==> src/inc/secp_pkg.sv <==
package secp_pkg;

  // ==========================================================
  // Line format and timing
  // ==========================================================
  localparam int unsigned CLK_HZ        = 100_000_000;
  localparam int unsigned BAUD_RATE     = 9600;
  localparam int unsigned BIT_CYCLES    = CLK_HZ / BAUD_RATE;
  localparam int unsigned DATA_BITS     = 8;
  localparam int unsigned STOP_BITS     = 1;
  localparam int unsigned GAP_TIME_US   = 1000;
  localparam int unsigned GAP_CYCLES    = GAP_TIME_US * (CLK_HZ / 1_000_000);
  localparam logic [7:0]  CHAR_NEWLINE  = 8'h0A;
  localparam int unsigned LINE_DEPTH    = 64;
  localparam logic        LINE_IDLE     = 1'b1;

  // ==========================================================
  // Port states
  // ==========================================================
  typedef enum logic [3:0] {
    SECP_IDLE = 4'b0001,
    SECP_ECHO = 4'b0010,
    SECP_EXEC = 4'b0100,
    SECP_RESP = 4'b1000
  } secp_state_t;

endpackage

==> src/design/secp_uart_rx.sv <==
`timescale 1ns/1ps
module secp_uart_rx #(
  parameter int unsigned BIT_CYC = 10416
) (
  input  wire logic       clk,
  input  wire logic       rst_n,
  input  wire logic       ce,
  input  wire logic       rxd_sync,
  output logic            valid_r,
  output logic [7:0]      data_r
);
  import secp_pkg::*;

  initial
  begin
    // The bit counter is 16 bits wide, so longer bit periods cannot be served.
    if (BIT_CYC < 4 || BIT_CYC > 65536)
      $error("Bit period too short.");
  end

  logic        busy_r;
  logic [15:0] cnt_r;
  logic [3:0]  bit_r;
  logic [7:0]  sh_r;

  wire         cnt_done = (cnt_r == 16'h0000);
  wire [15:0]  half_cyc = 16'((BIT_CYC / 2) - 1);
  wire [15:0]  full_cyc = 16'(BIT_CYC - 1);

  // Start detected on a falling idle line, sampled mid-bit, LSB first.
  always_ff @(posedge clk or negedge rst_n)
  begin
    if (!rst_n)
    begin
      busy_r  <= 1'b0;
      cnt_r   <= 16'h0000;
      bit_r   <= 4'h0;
      sh_r    <= 8'h00;
      valid_r <= 1'b0;
      data_r  <= 8'h00;
    end
    else if (ce)
    begin
      valid_r <= 1'b0;
      if (!busy_r)
      begin
        if (!rxd_sync)
        begin
          busy_r <= 1'b1;
          cnt_r  <= half_cyc;
          bit_r  <= 4'h0;
        end
      end
      else if (!cnt_done)
        cnt_r <= cnt_r - 16'h0001;
      else
      begin
        cnt_r <= full_cyc;
        bit_r <= bit_r + 4'h1;
        if (bit_r == 4'h0 && rxd_sync)
          busy_r <= 1'b0;
        else if (bit_r >= 4'h1 && bit_r <= 4'h8)
          sh_r <= {rxd_sync, sh_r[7:1]};
        else if (bit_r == 4'h9)
        begin
          busy_r <= 1'b0;
          if (rxd_sync)
          begin
            valid_r <= 1'b1;
            data_r  <= sh_r;
          end
        end
      end
    end
  end

endmodule

==> src/design/secp_uart_tx.sv <==
`timescale 1ns/1ps
module secp_uart_tx #(
  parameter int unsigned BIT_CYC = 10416
) (
  input  wire logic       clk,
  input  wire logic       rst_n,
  input  wire logic       ce,
  input  wire logic       start,
  input  wire logic [7:0] data,
  output logic            busy_r,
  output logic            txd_r
);
  import secp_pkg::*;

  initial
  begin
    if (BIT_CYC < 2 || BIT_CYC > 65536)
      $error("Bit period too short.");
  end

  logic [15:0] cnt_r;
  logic [3:0]  bit_r;
  logic [9:0]  sh_r;

  wire [15:0]  full_cyc = 16'(BIT_CYC - 1);

  always_ff @(posedge clk or negedge rst_n)
  begin
    if (!rst_n)
    begin
      busy_r <= 1'b0;
      cnt_r  <= 16'h0000;
      bit_r  <= 4'h0;
      sh_r   <= 10'h3FF;
      txd_r  <= LINE_IDLE;
    end
    else if (ce)
    begin
      if (!busy_r)
      begin
        txd_r <= LINE_IDLE;
        if (start)
        begin
          busy_r <= 1'b1;
          sh_r   <= {1'b1, data, 1'b0};
          cnt_r  <= 16'h0000;
          bit_r  <= 4'h0;
        end
      end
      else if (cnt_r != 16'h0000)
        cnt_r <= cnt_r - 16'h0001;
      else if (bit_r == 4'hA)
        busy_r <= 1'b0;
      else
      begin
        txd_r <= sh_r[0];
        sh_r  <= {1'b1, sh_r[9:1]};
        bit_r <= bit_r + 4'h1;
        cnt_r <= full_cyc;
      end
    end
  end

endmodule

==> src/design/secp_top.sv <==
`timescale 1ns/1ps
// Overview of operation
// - Only TXD and RXD lines, no handshake
// - 9600 baud, 8 data, 1 stop, none parity
// - Newline code 10 ends commands and responses
// - Execute command only after newline received
// - Echo every accepted character unchanged
// - Discard and do not echo during execution
// - Transmit only echoes or query responses
// - Send query response as soon as recognised
// - Responses are ASCII ending in newline
// - Successive responses separated by 1 ms gaps
// - Active only when enabled, not transmit-only
// - Each immediate trigger starts one measurement
module secp_top #(
  parameter int unsigned BIT_CYC = secp_pkg::BIT_CYCLES,
  parameter int unsigned GAP_CYC = secp_pkg::GAP_CYCLES
) (
  input  wire logic       MCLK,
  input  wire logic       RESET_N,
  input  wire logic       CLK_EN,
  input  wire logic       RXD,
  output logic            TXD,
  input  wire logic       SERIAL_ENABLE,
  input  wire logic       TRANSMIT_ONLY_MODE,
  input  wire logic       TRIGGERED_MODE,
  output logic            CMD_VALID,
  output logic [7:0]      CMD_BYTE,
  output logic            CMD_END,
  input  wire logic       CMD_IS_QUERY,
  input  wire logic       CMD_IS_TRIGGER,
  input  wire logic       CMD_DONE,
  input  wire logic       RESP_VALID,
  input  wire logic [7:0] RESP_BYTE,
  input  wire logic       RESP_LAST,
  output logic            RESP_READY,
  output logic            MEAS_START,
  output logic            EXECUTING
);
  import secp_pkg::*;

  initial
  begin
    if (GAP_CYC < 1 || BIT_CYC < 4 || BIT_CYC > 65536)
      $error("Timing parameters out of range.");
  end

  // ==========================================================
  // Pin synchroniser
  // ==========================================================
  logic rxd_meta_r;
  logic rxd_sync_r;
  always_ff @(posedge MCLK or negedge RESET_N)
  begin
    if (!RESET_N)
    begin
      rxd_meta_r <= LINE_IDLE;
      rxd_sync_r <= LINE_IDLE;
    end
    else if (CLK_EN)
    begin
      rxd_meta_r <= RXD;
      rxd_sync_r <= rxd_meta_r;
    end
  end

  // ==========================================================
  // Serial engines
  // ==========================================================
  logic       rx_valid;
  logic [7:0] rx_data;
  logic       tx_busy;
  logic       tx_line;
  logic       tx_start;
  logic [7:0] tx_data;

  secp_uart_rx #(.BIT_CYC(BIT_CYC)) u_rx (
    .clk      (MCLK),
    .rst_n    (RESET_N),
    .ce       (CLK_EN),
    .rxd_sync (rxd_sync_r),
    .valid_r  (rx_valid),
    .data_r   (rx_data)
  );

  secp_uart_tx #(.BIT_CYC(BIT_CYC)) u_tx (
    .clk    (MCLK),
    .rst_n  (RESET_N),
    .ce     (CLK_EN),
    .start  (tx_start),
    .data   (tx_data),
    .busy_r (tx_busy),
    .txd_r  (tx_line)
  );

  // ==========================================================
  // Command and response sequencing
  // ==========================================================
  secp_state_t state_r;
  secp_state_t state_nxt;
  logic [7:0]  echo_r;
  logic        echo_nl_r;
  logic        launched_r;
  logic [31:0] gap_r;
  logic        resp_last_r;
  logic        trig_seen_r;

  wire port_on    = SERIAL_ENABLE && !TRANSMIT_ONLY_MODE;
  wire accept     = (state_r == SECP_IDLE) && rx_valid && port_on;
  wire gap_clear  = (gap_r == 32'h0000_0000);
  wire resp_take  = (state_r == SECP_RESP) && RESP_VALID && !tx_busy && !launched_r
                    && gap_clear && port_on;
  wire echo_go    = (state_r == SECP_ECHO) && !tx_busy && !launched_r;
  wire echo_sent  = (state_r == SECP_ECHO) && launched_r && !tx_busy;
  wire resp_sent  = (state_r == SECP_RESP) && launched_r && !tx_busy;

  // Transmit only from an echo or a response byte.
  assign tx_start = echo_go || resp_take;
  assign tx_data  = echo_go ? echo_r : RESP_BYTE;

  always_comb
  begin
    state_nxt = state_r;
    case (state_r)
      SECP_IDLE:
        if (accept)
          state_nxt = SECP_ECHO;
      SECP_ECHO:
        if (echo_sent)
          state_nxt = echo_nl_r ? SECP_EXEC : SECP_IDLE;
      SECP_EXEC:
        if (CMD_DONE)
          state_nxt = SECP_IDLE;
        else if (CMD_IS_QUERY)
          state_nxt = SECP_RESP;
      SECP_RESP:
        if (resp_sent && resp_last_r)
          state_nxt = SECP_EXEC;
        else if (!port_on)
          state_nxt = SECP_EXEC;
      default:
        state_nxt = SECP_IDLE;
    endcase
  end

  always_ff @(posedge MCLK or negedge RESET_N)
  begin
    if (!RESET_N)
    begin
      state_r     <= SECP_IDLE;
      echo_r      <= 8'h00;
      echo_nl_r   <= 1'b0;
      launched_r  <= 1'b0;
      resp_last_r <= 1'b0;
    end
    else if (CLK_EN)
    begin
      state_r <= state_nxt;
      if (accept)
      begin
        echo_r    <= rx_data;
        echo_nl_r <= (rx_data == CHAR_NEWLINE);
      end
      if (tx_start)
        launched_r <= 1'b1;
      else if (echo_sent || resp_sent)
        launched_r <= 1'b0;
      if (resp_take)
        resp_last_r <= RESP_LAST;
    end
  end

  // A gap is held after each finished response before the next one starts.
  always_ff @(posedge MCLK or negedge RESET_N)
  begin
    if (!RESET_N)
      gap_r <= 32'h0000_0000;
    else if (CLK_EN)
    begin
      // Unread response data is lost, so the gap is never shortened.
      if (resp_sent && resp_last_r)
        gap_r <= 32'(GAP_CYC);
      else if (!gap_clear)
        gap_r <= gap_r - 32'h0000_0001;
    end
  end

  // ==========================================================
  // Outputs
  // ==========================================================
  always_ff @(posedge MCLK or negedge RESET_N)
  begin
    if (!RESET_N)
    begin
      TXD        <= LINE_IDLE;
      CMD_VALID  <= 1'b0;
      CMD_BYTE   <= 8'h00;
      CMD_END    <= 1'b0;
      RESP_READY <= 1'b0;
      MEAS_START <= 1'b0;
      EXECUTING  <= 1'b0;
    end
    else if (CLK_EN)
    begin
      TXD        <= tx_line;
      CMD_VALID  <= echo_sent;
      CMD_BYTE   <= echo_r;
      CMD_END    <= echo_sent && echo_nl_r;
      RESP_READY <= resp_take;
      // Only the first SECP_EXEC cycle with CMD_IS_TRIGGER high can trigger, so one command gives one shot.
      MEAS_START <= (state_r == SECP_EXEC) && CMD_IS_TRIGGER && TRIGGERED_MODE
                    && !trig_seen_r;
      EXECUTING  <= (state_nxt == SECP_EXEC) || (state_nxt == SECP_RESP);
    end
  end

  always_ff @(posedge MCLK or negedge RESET_N)
  begin
    if (!RESET_N)
      trig_seen_r <= 1'b0;
    else if (CLK_EN)
    begin
      if (state_r != SECP_EXEC && state_r != SECP_RESP)
        trig_seen_r <= 1'b0;
      else if (state_r == SECP_EXEC && CMD_IS_TRIGGER)
        trig_seen_r <= 1'b1;
    end
  end
endmodule

==> config.mk <==
export PLATFORM = sky130hd
export DESIGN_NAME = secp_top
export DESIGN_NICKNAME = d
export VERILOG_FILES = /design/src/inc/secp_pkg.sv /design/src/design/secp_uart_rx.sv /design/src/design/secp_uart_tx.sv /design/src/design/secp_top.sv
export SDC_FILE = /design/constraint.sdc
export NUM_CORES = 1
export LEC_CHECK = 0
export BUFFER_PORTS_ARGS = -buffer_cell sky130_fd_sc_hd__buf_2
export CORE_ASPECT_RATIO = 0.5
export CORE_MARGIN = 10
export CORE_UTILIZATION = 58
export DETAILED_ROUTE_END_ITERATION = 10
export PLACE_DENSITY = 0.76
export SYNTH_ARGS = -nofsm -noshare
export SYNTH_HDL_FRONTEND = slang
export SYNTH_HIERARCHICAL = 1
export SYNTH_SLANG_ARGS = --single-unit
==> constraint.sdc <==
create_clock -name MCLK -period 6.2 [get_ports MCLK]
set_clock_uncertainty 0.2 [all_clocks]
set_input_delay 1.24 -clock MCLK [delete_from_list [all_inputs] [get_ports MCLK]]
set_output_delay 1.24 -clock MCLK [all_outputs]
set_load 0.01 [all_outputs]
Word level (Yosys, flattened, before mapping)
Cells that the tools add are included.
- register bits after elaboration: 134
- eq/ne operators: 17
- reductions and logical operators: 48
- $lt $le $gt $ge: 2
- $add $sub $neg: 5
- bitwise gates (word level): 2
- muxes and demuxes: 52
- operators with widths (operator ; number):
    2-to-1 mux 16 bit ; 7
    2-to-1 mux 32 bit ; 2
    2-to-1 mux 4 bit ; 13
    2-to-1 mux 10 bit ; 4
    logical NOT 32 bit ; 1
    subtractor 16 x 1 -> 16 bit (second input constant) ; 2
    subtractor 32 x 1 -> 32 bit (second input constant) ; 1
    2-to-1 mux 1 bit ; 23
    logical AND 1 bit ; 22
    equality test 4 bit (second input constant) ; 4
    logical NOT 16 bit ; 1
    one-hot mux 4 bit (4 select lines) ; 1
    nonzero test 16 bit ; 1
    AND reduction 2 bit ; 6
    AND reduction 3 bit ; 3
    adder 4 x 1 -> 4 bit (second input constant) ; 2
    equality test 4 x 3 -> 1 bit (second input constant) ; 2
    equality test 8 x 4 -> 1 bit (second input constant) ; 1
    2-to-1 mux 8 bit ; 1
    AND reduction 7 bit ; 1
    != test 2 bit (second input constant) ; 3
    nonzero test 2 bit ; 3
    AND reduction 5 bit ; 1
    equality test 4 x 1 -> 1 bit (second input constant) ; 1
    other kinds (13) ; 20

Logic depth before layout (Yosys ltp)
- depth in word-level cells: 9
- gate-level depth with buffers: 11

By module
The synthesis kept the hierarchy.
- by module, submodules not included (module ; area each (µm²) ; seq. area each (µm²) ; instances ; cells an instance):
    secp_top ; 3404.5 ; 1606.5 ; 1 ; 326
    secp_uart_tx ; 1989.4 ; 788.3 ; 1 ; 190
    secp_uart_rx ; 1963.1 ; 950.9 ; 1 ; 192

Least setup slack after synthesis
No wires, ideal clock.
- path kind: register to register
- from: register gap_r[14]
- to: register u_tx.cnt_r[10]
- buffers on the path: 1
- slack: 2.862 ns
- data arrival time: 3.060 ns
- cell stages (with the launch flop): 10
- setup time: 0.077 ns
- path through: dfrtp_1 or4_4 or4_4 buf_6 or4_4 o21ai_1 o21a_1 nand3_1 or4_1 a21oi_1
- word-level cells in the longest chain between the ends: 6
- ends and longest elaborated chain (element ; RTL line ; RTL):
    start, declared ; secp_top.sv:104 ; logic [31:0] gap_r;
    start signal, assigned ; secp_top.sv:182 ; gap_r <= 32'(GAP_CYC);
    start signal, assigned ; secp_top.sv:184 ; gap_r <= gap_r - 32'h0000_0001;
    logical NOT 32 bit ; secp_top.sv:110 ; wire gap_clear = (gap_r == 32'h0000_0000);
    logical AND 1 bit (2 in a row) ; secp_top.sv:112 ; && gap_clear && port_on;
    logical OR 1 bit ; secp_top.sv:118 ; assign tx_start = echo_go || resp_take;
    net tx_start ; secp_top.sv:74 ; logic tx_start;
    nonzero test 2 bit (no source line) ; - ;
    AND reduction 3 bit (no source line) ; - ;
    end signal, assigned ; secp_uart_tx.sv:51 ; cnt_r <= cnt_r - 16'h0001;
    end signal, assigned ; secp_uart_tx.sv:59 ; cnt_r <= full_cyc;
    end, declared ; secp_uart_tx.sv:21 ; logic [15:0] cnt_r;
The timed path passes the listed nets, and every way through them passes these cells.
A chain may end at the register's enable or synchronous reset.

Worst setup path after layout
- from: register gap_r[0]
- to: register u_tx.cnt_r[10]
The elaborated chain is that of the path after synthesis.

==> results.json <==
{
  "critical_path.n_buffers_inverters": 1,
  "worstRegToRegCells": 10,
  "grt.overflow.total": 0,
  "critPathLaunchType": "flop",
  "drt-wirelength-per-cell_um": 18.4,
  "die_extent_in_y_um": 99.6,
  "timing.final.hold_violations": 0,
  "synth_seq_area_share_pct": 45.5,
  "post_cts_buffers": 0,
  "min_path_type": "reg -> reg",
  "crit_family": "simple AND/OR/NAND/NOR gates",
  "buffers_added_on_ports": 33,
  "finalSetupViolations": 0,
  "avgViaCountPerCell": 6.40,
  "detailed_place_hpwl_um": 10900,
  "design.core.area_sq_um": 12100,
  "largest_family_of_logic_cells_by_synthesized_area": "simple AND/OR/NAND/NOR gates",
  "post-route-worst-setup-slack_ns": 2.22,
  "place_inst": 880,
  "dr.pass1.iters": 5,
  "setup-tns-final_ns": 0,
  "end_kind": "flop",
  "worst_path_largest_cell_delay_ns": 0.70,
  "worst_ep_arrival_time_ns": 4.11,
  "clock_sink_total": 133,
  "synth_mux_area_share_pct": 11.5,
  "fp-row-count": 28,
  "worst_slew_margin_rel_pct": 24.4,
  "cts-root-to-sink-buffers": 2,
  "grt_start_max_net_pins": 87,
  "cts_resized": 0,
  "area_growth_syn_to_layout_pct": 12.0,
  "drv_cap": 0,
  "root_buffer": "clkbuf_16",
  "max_freq_ghz": 0.251,
  "drt_drc_violations_left": 0,
  "cellLeakagePower_nw": 3.53,
  "synth.cell_area_sq_um": 7360,
  "critPathRequiredTime_ns": 6.34,
  "synth_flop_cell": "dfrtp_1",
  "post-place-ws_ns": 2.27,
  "worst_r2r_startpoint": "gap_r[0]$_DFFE_PN0P_",
  "first_iter_violations": 575,
  "run_status": "complete, no violations",
  "min_from": "u_tx/sh_r[0]$_DFFE_PN1P_",
  "post_cts_hold_buffer_count": 0,
  "synth_edf_count": 0,
  "synth_area_in_simple_gates_pct": 22.8,
  "rsz0062_at_grt": "false",
  "initial_utilization_pct": 60.9,
  "synth_seq_cells": 133,
  "route.antenna.remaining_nets": 0,
  "clock_tree.htree_level_count": 4,
  "boundaryPins": 34,
  "post_layout_instance_area_sq_um": 8240,
  "synth-compound-area-share_pct": 14.8,
  "finalWorstPathRequiredPeriod_ns": 3.98,
  "post_route_cells_drive_above_1_share_pct": 25.0,
  "synth_cells": 708,
  "synth.yosys.warnings": 6,
  "power.total_mw": 3.07,
  "grt_antenna_before_repair": 0,
  "synth-adder-area-share_pct": 1.53,
  "critical-path-slowest-cell": "or4_4",
  "synth-xor-area-share_pct": 0.595,
  "die_width_um": 179,
  "slew_violations": 0,
  "nNetsFinal": 763,
  "worstMarginPinSlew_ns": 1.13,
  "timing.rr.end": "u_tx/cnt_r[10]$_DFFE_PN0P_",
  "cts_buffers": 17,
  "gr-usage-all-layers_pct": 19.2,
  "postSynth.asyncResetShare_pct": 100,
  "layout.cells.non_filler": 912,
  "die-area_sq_um": 17900,
  "power-per-cell-area_nw_per_um2": 373,
  "largest_voltage_drop_on_the_vdd_net_mv": 0.252,
  "drt-total-wl_um": 16800,
  "insertedDiodeCount": 0,
  "grt_pass1_vias": 5606,
  "placed_cell_area_sq_um": 7630,
  "yosysUniqueCellTypes": 76,
  "syn_avg_cell_area_sq_um": 10.4,
  "count_of_cells_along_the_worst_hold_path": 2,
  "fin_crit_sh_pct": 64.1,
  "grt_first_pass_wirelength_um": 28400,
  "clkSlewWorstSetupHoldPaths_ns": 0.07,
  "gp_routability_congestion": 0.861,
  "path_cells": "inv_1, ha_1, nor4b_1, nand4_1, or4_4, o21ai_1, o21a_1, nand3_1, or4_1, a21oi_1",
  "worst_hold_slack_ns": 0.300,
  "setup.reg_to_reg.worst_slack_ns": 2.22,
  "crit_path_max_fanout": 13,
  "synthesis.nets": 737,
  "holdPathEnd": "u_tx/sh_r[0]$_DFFE_PN1P_",
  "worst_skew_pair.late_latency_ns": 0.42,
  "utilization_pct": 68.1,
  "tritoncts": "yes",
  "criticalPathCategory": "reg -> reg",
  "vias": 5834
}
[cells in the mapped netlist, types with 5 or more instances]
master,count,area share (%)
a211oi_1,5,0.51
a21oi_1,42,2.9
a31oi_1,7,0.60
buf_2,5,0.34
clkbuf_1,22,1.1
dfrtp_1,119,40
dfstp_2,14,5.0
ha_1,9,1.5
inv_1,28,1.4
mux2_2,55,8.4
mux2_4,7,1.4
mux2i_1,12,1.6
nand2_1,46,2.3
nand2b_1,7,0.60
nand3_1,18,1.2
nand3b_1,5,0.51
nand4_1,11,0.94
nor2_1,28,1.4
nor3_1,26,1.8
nor4_1,19,1.6
nor4_4,8,2.3
o211ai_1,6,0.61
o21ai_0,44,3.0
o22ai_1,5,0.43
o2bb2ai_1,5,0.60
o31ai_1,22,2.2
or2_2,7,0.60
or3_1,14,1.2
or4_1,20,2.0
or4_4,6,0.92
xor2_1,5,0.60
[tightest hold or removal path, stage by stage (launching register included)]
cell and delay [ns]:
dfstp_2 0.38, nand2_1 0.06, o21ai_1 0.06
[cells in the final DEF, fill, tap and decap left out, types with 7 or more instances in the layout]
cell / n
dfrtp_1: 119
or3_1: 14
inv_1: 28
nor2_1: 28
or4_1: 20
clkbuf_16: 17
mux2_2: 55
nand2b_1: 7
a31oi_1: 7
nand4_1: 11
o21ai_0: 44
o31ai_1: 22
mux2_4: 7
mux2i_1: 12
ha_1: 9
or2_2: 7
nor4_1: 19
dfstp_2: 14
nor3_1: 26
nand2_1: 46
nor4_4: 8
nand3_1: 18
a21oi_1: 42
buf_2: 32
[state kept, by name, summed over array words and instances (netlist names), 4 cells and up]
signal / cells
CMD_BYTE: 8
echo_r: 8
gap_r: 32
state_r: 4
u_rx/bit_r: 4
u_rx/cnt_r: 16
u_rx/data_r: 8
u_rx/sh_r: 8
u_tx/bit_r: 4
u_tx/cnt_r: 16
u_tx/sh_r: 9
[cells by family after synthesis]
| logic type | count (synthesis) |
|---|---|
| adder cells (fa/ha/maj) | 9 |
| XOR/XNOR | 5 |
| AO/OA/AOI/OAI | 170 |
| AND/OR/NAND/NOR | 258 |
| flip-flops | 133 |
| multiplexers | 74 |
| buffers and inverters | 59 |
[metal layers]
metal | vias up | part of all wire [%] | track usage [%]
met4 | 0 | 0.71 | 4.89
met3 | 15 | 4.8 | 3.74
met5 | - | 0 | 0
met1 | 2876 | 45 | 25.5
li1 | 2760 | - | -
met2 | 183 | 49 | 31.5
[final cells by class]
| cell class | count | area [sq um] |
|---|---|---|
| clock buffers | 17 | 425 |
| clock inverters | 15 | 180 |
| fillers | 928 | 3850 |
| inverters | 28 | 105 |
| multi-input cells | 516 | 3760 |
| flip-flops and latches | 133 | 3350 |
| well taps | 165 | 206 |
| repair buffers | 38 | 209 |
[worst max-delay path by stage]
stage          cells past startpoint  slack (ns)             startpoint                          to
3_5_place_dp                      10        2.27   gap_r[0]$_DFFE_PN0P_  u_tx/cnt_r[10]$_DFFE_PN0P_
2_1_floorplan                      9        2.86  gap_r[14]$_DFFE_PN0P_  u_tx/cnt_r[10]$_DFFE_PN0P_
6_report                          10        2.22   gap_r[0]$_DFFE_PN0P_  u_tx/cnt_r[10]$_DFFE_PN0P_
5_1_grt                           10        1.98   gap_r[0]$_DFFE_PN0P_  u_tx/cnt_r[10]$_DFFE_PN0P_
3_3_place_gp                       8        2.41  gap_r[22]$_DFFE_PN0P_  u_tx/cnt_r[10]$_DFFE_PN0P_
4_1_cts                           10        2.23   gap_r[0]$_DFFE_PN0P_  u_tx/cnt_r[10]$_DFFE_PN0P_
[power breakdown]
group          leakage [nW]  switching [mW]  internal (mW)
Clock                 0.292           0.463          0.547
Sequential             1.69           0.224           1.04
Combinational          1.55           0.467          0.335
Note: power is estimated with default switching activity, not from simulation.
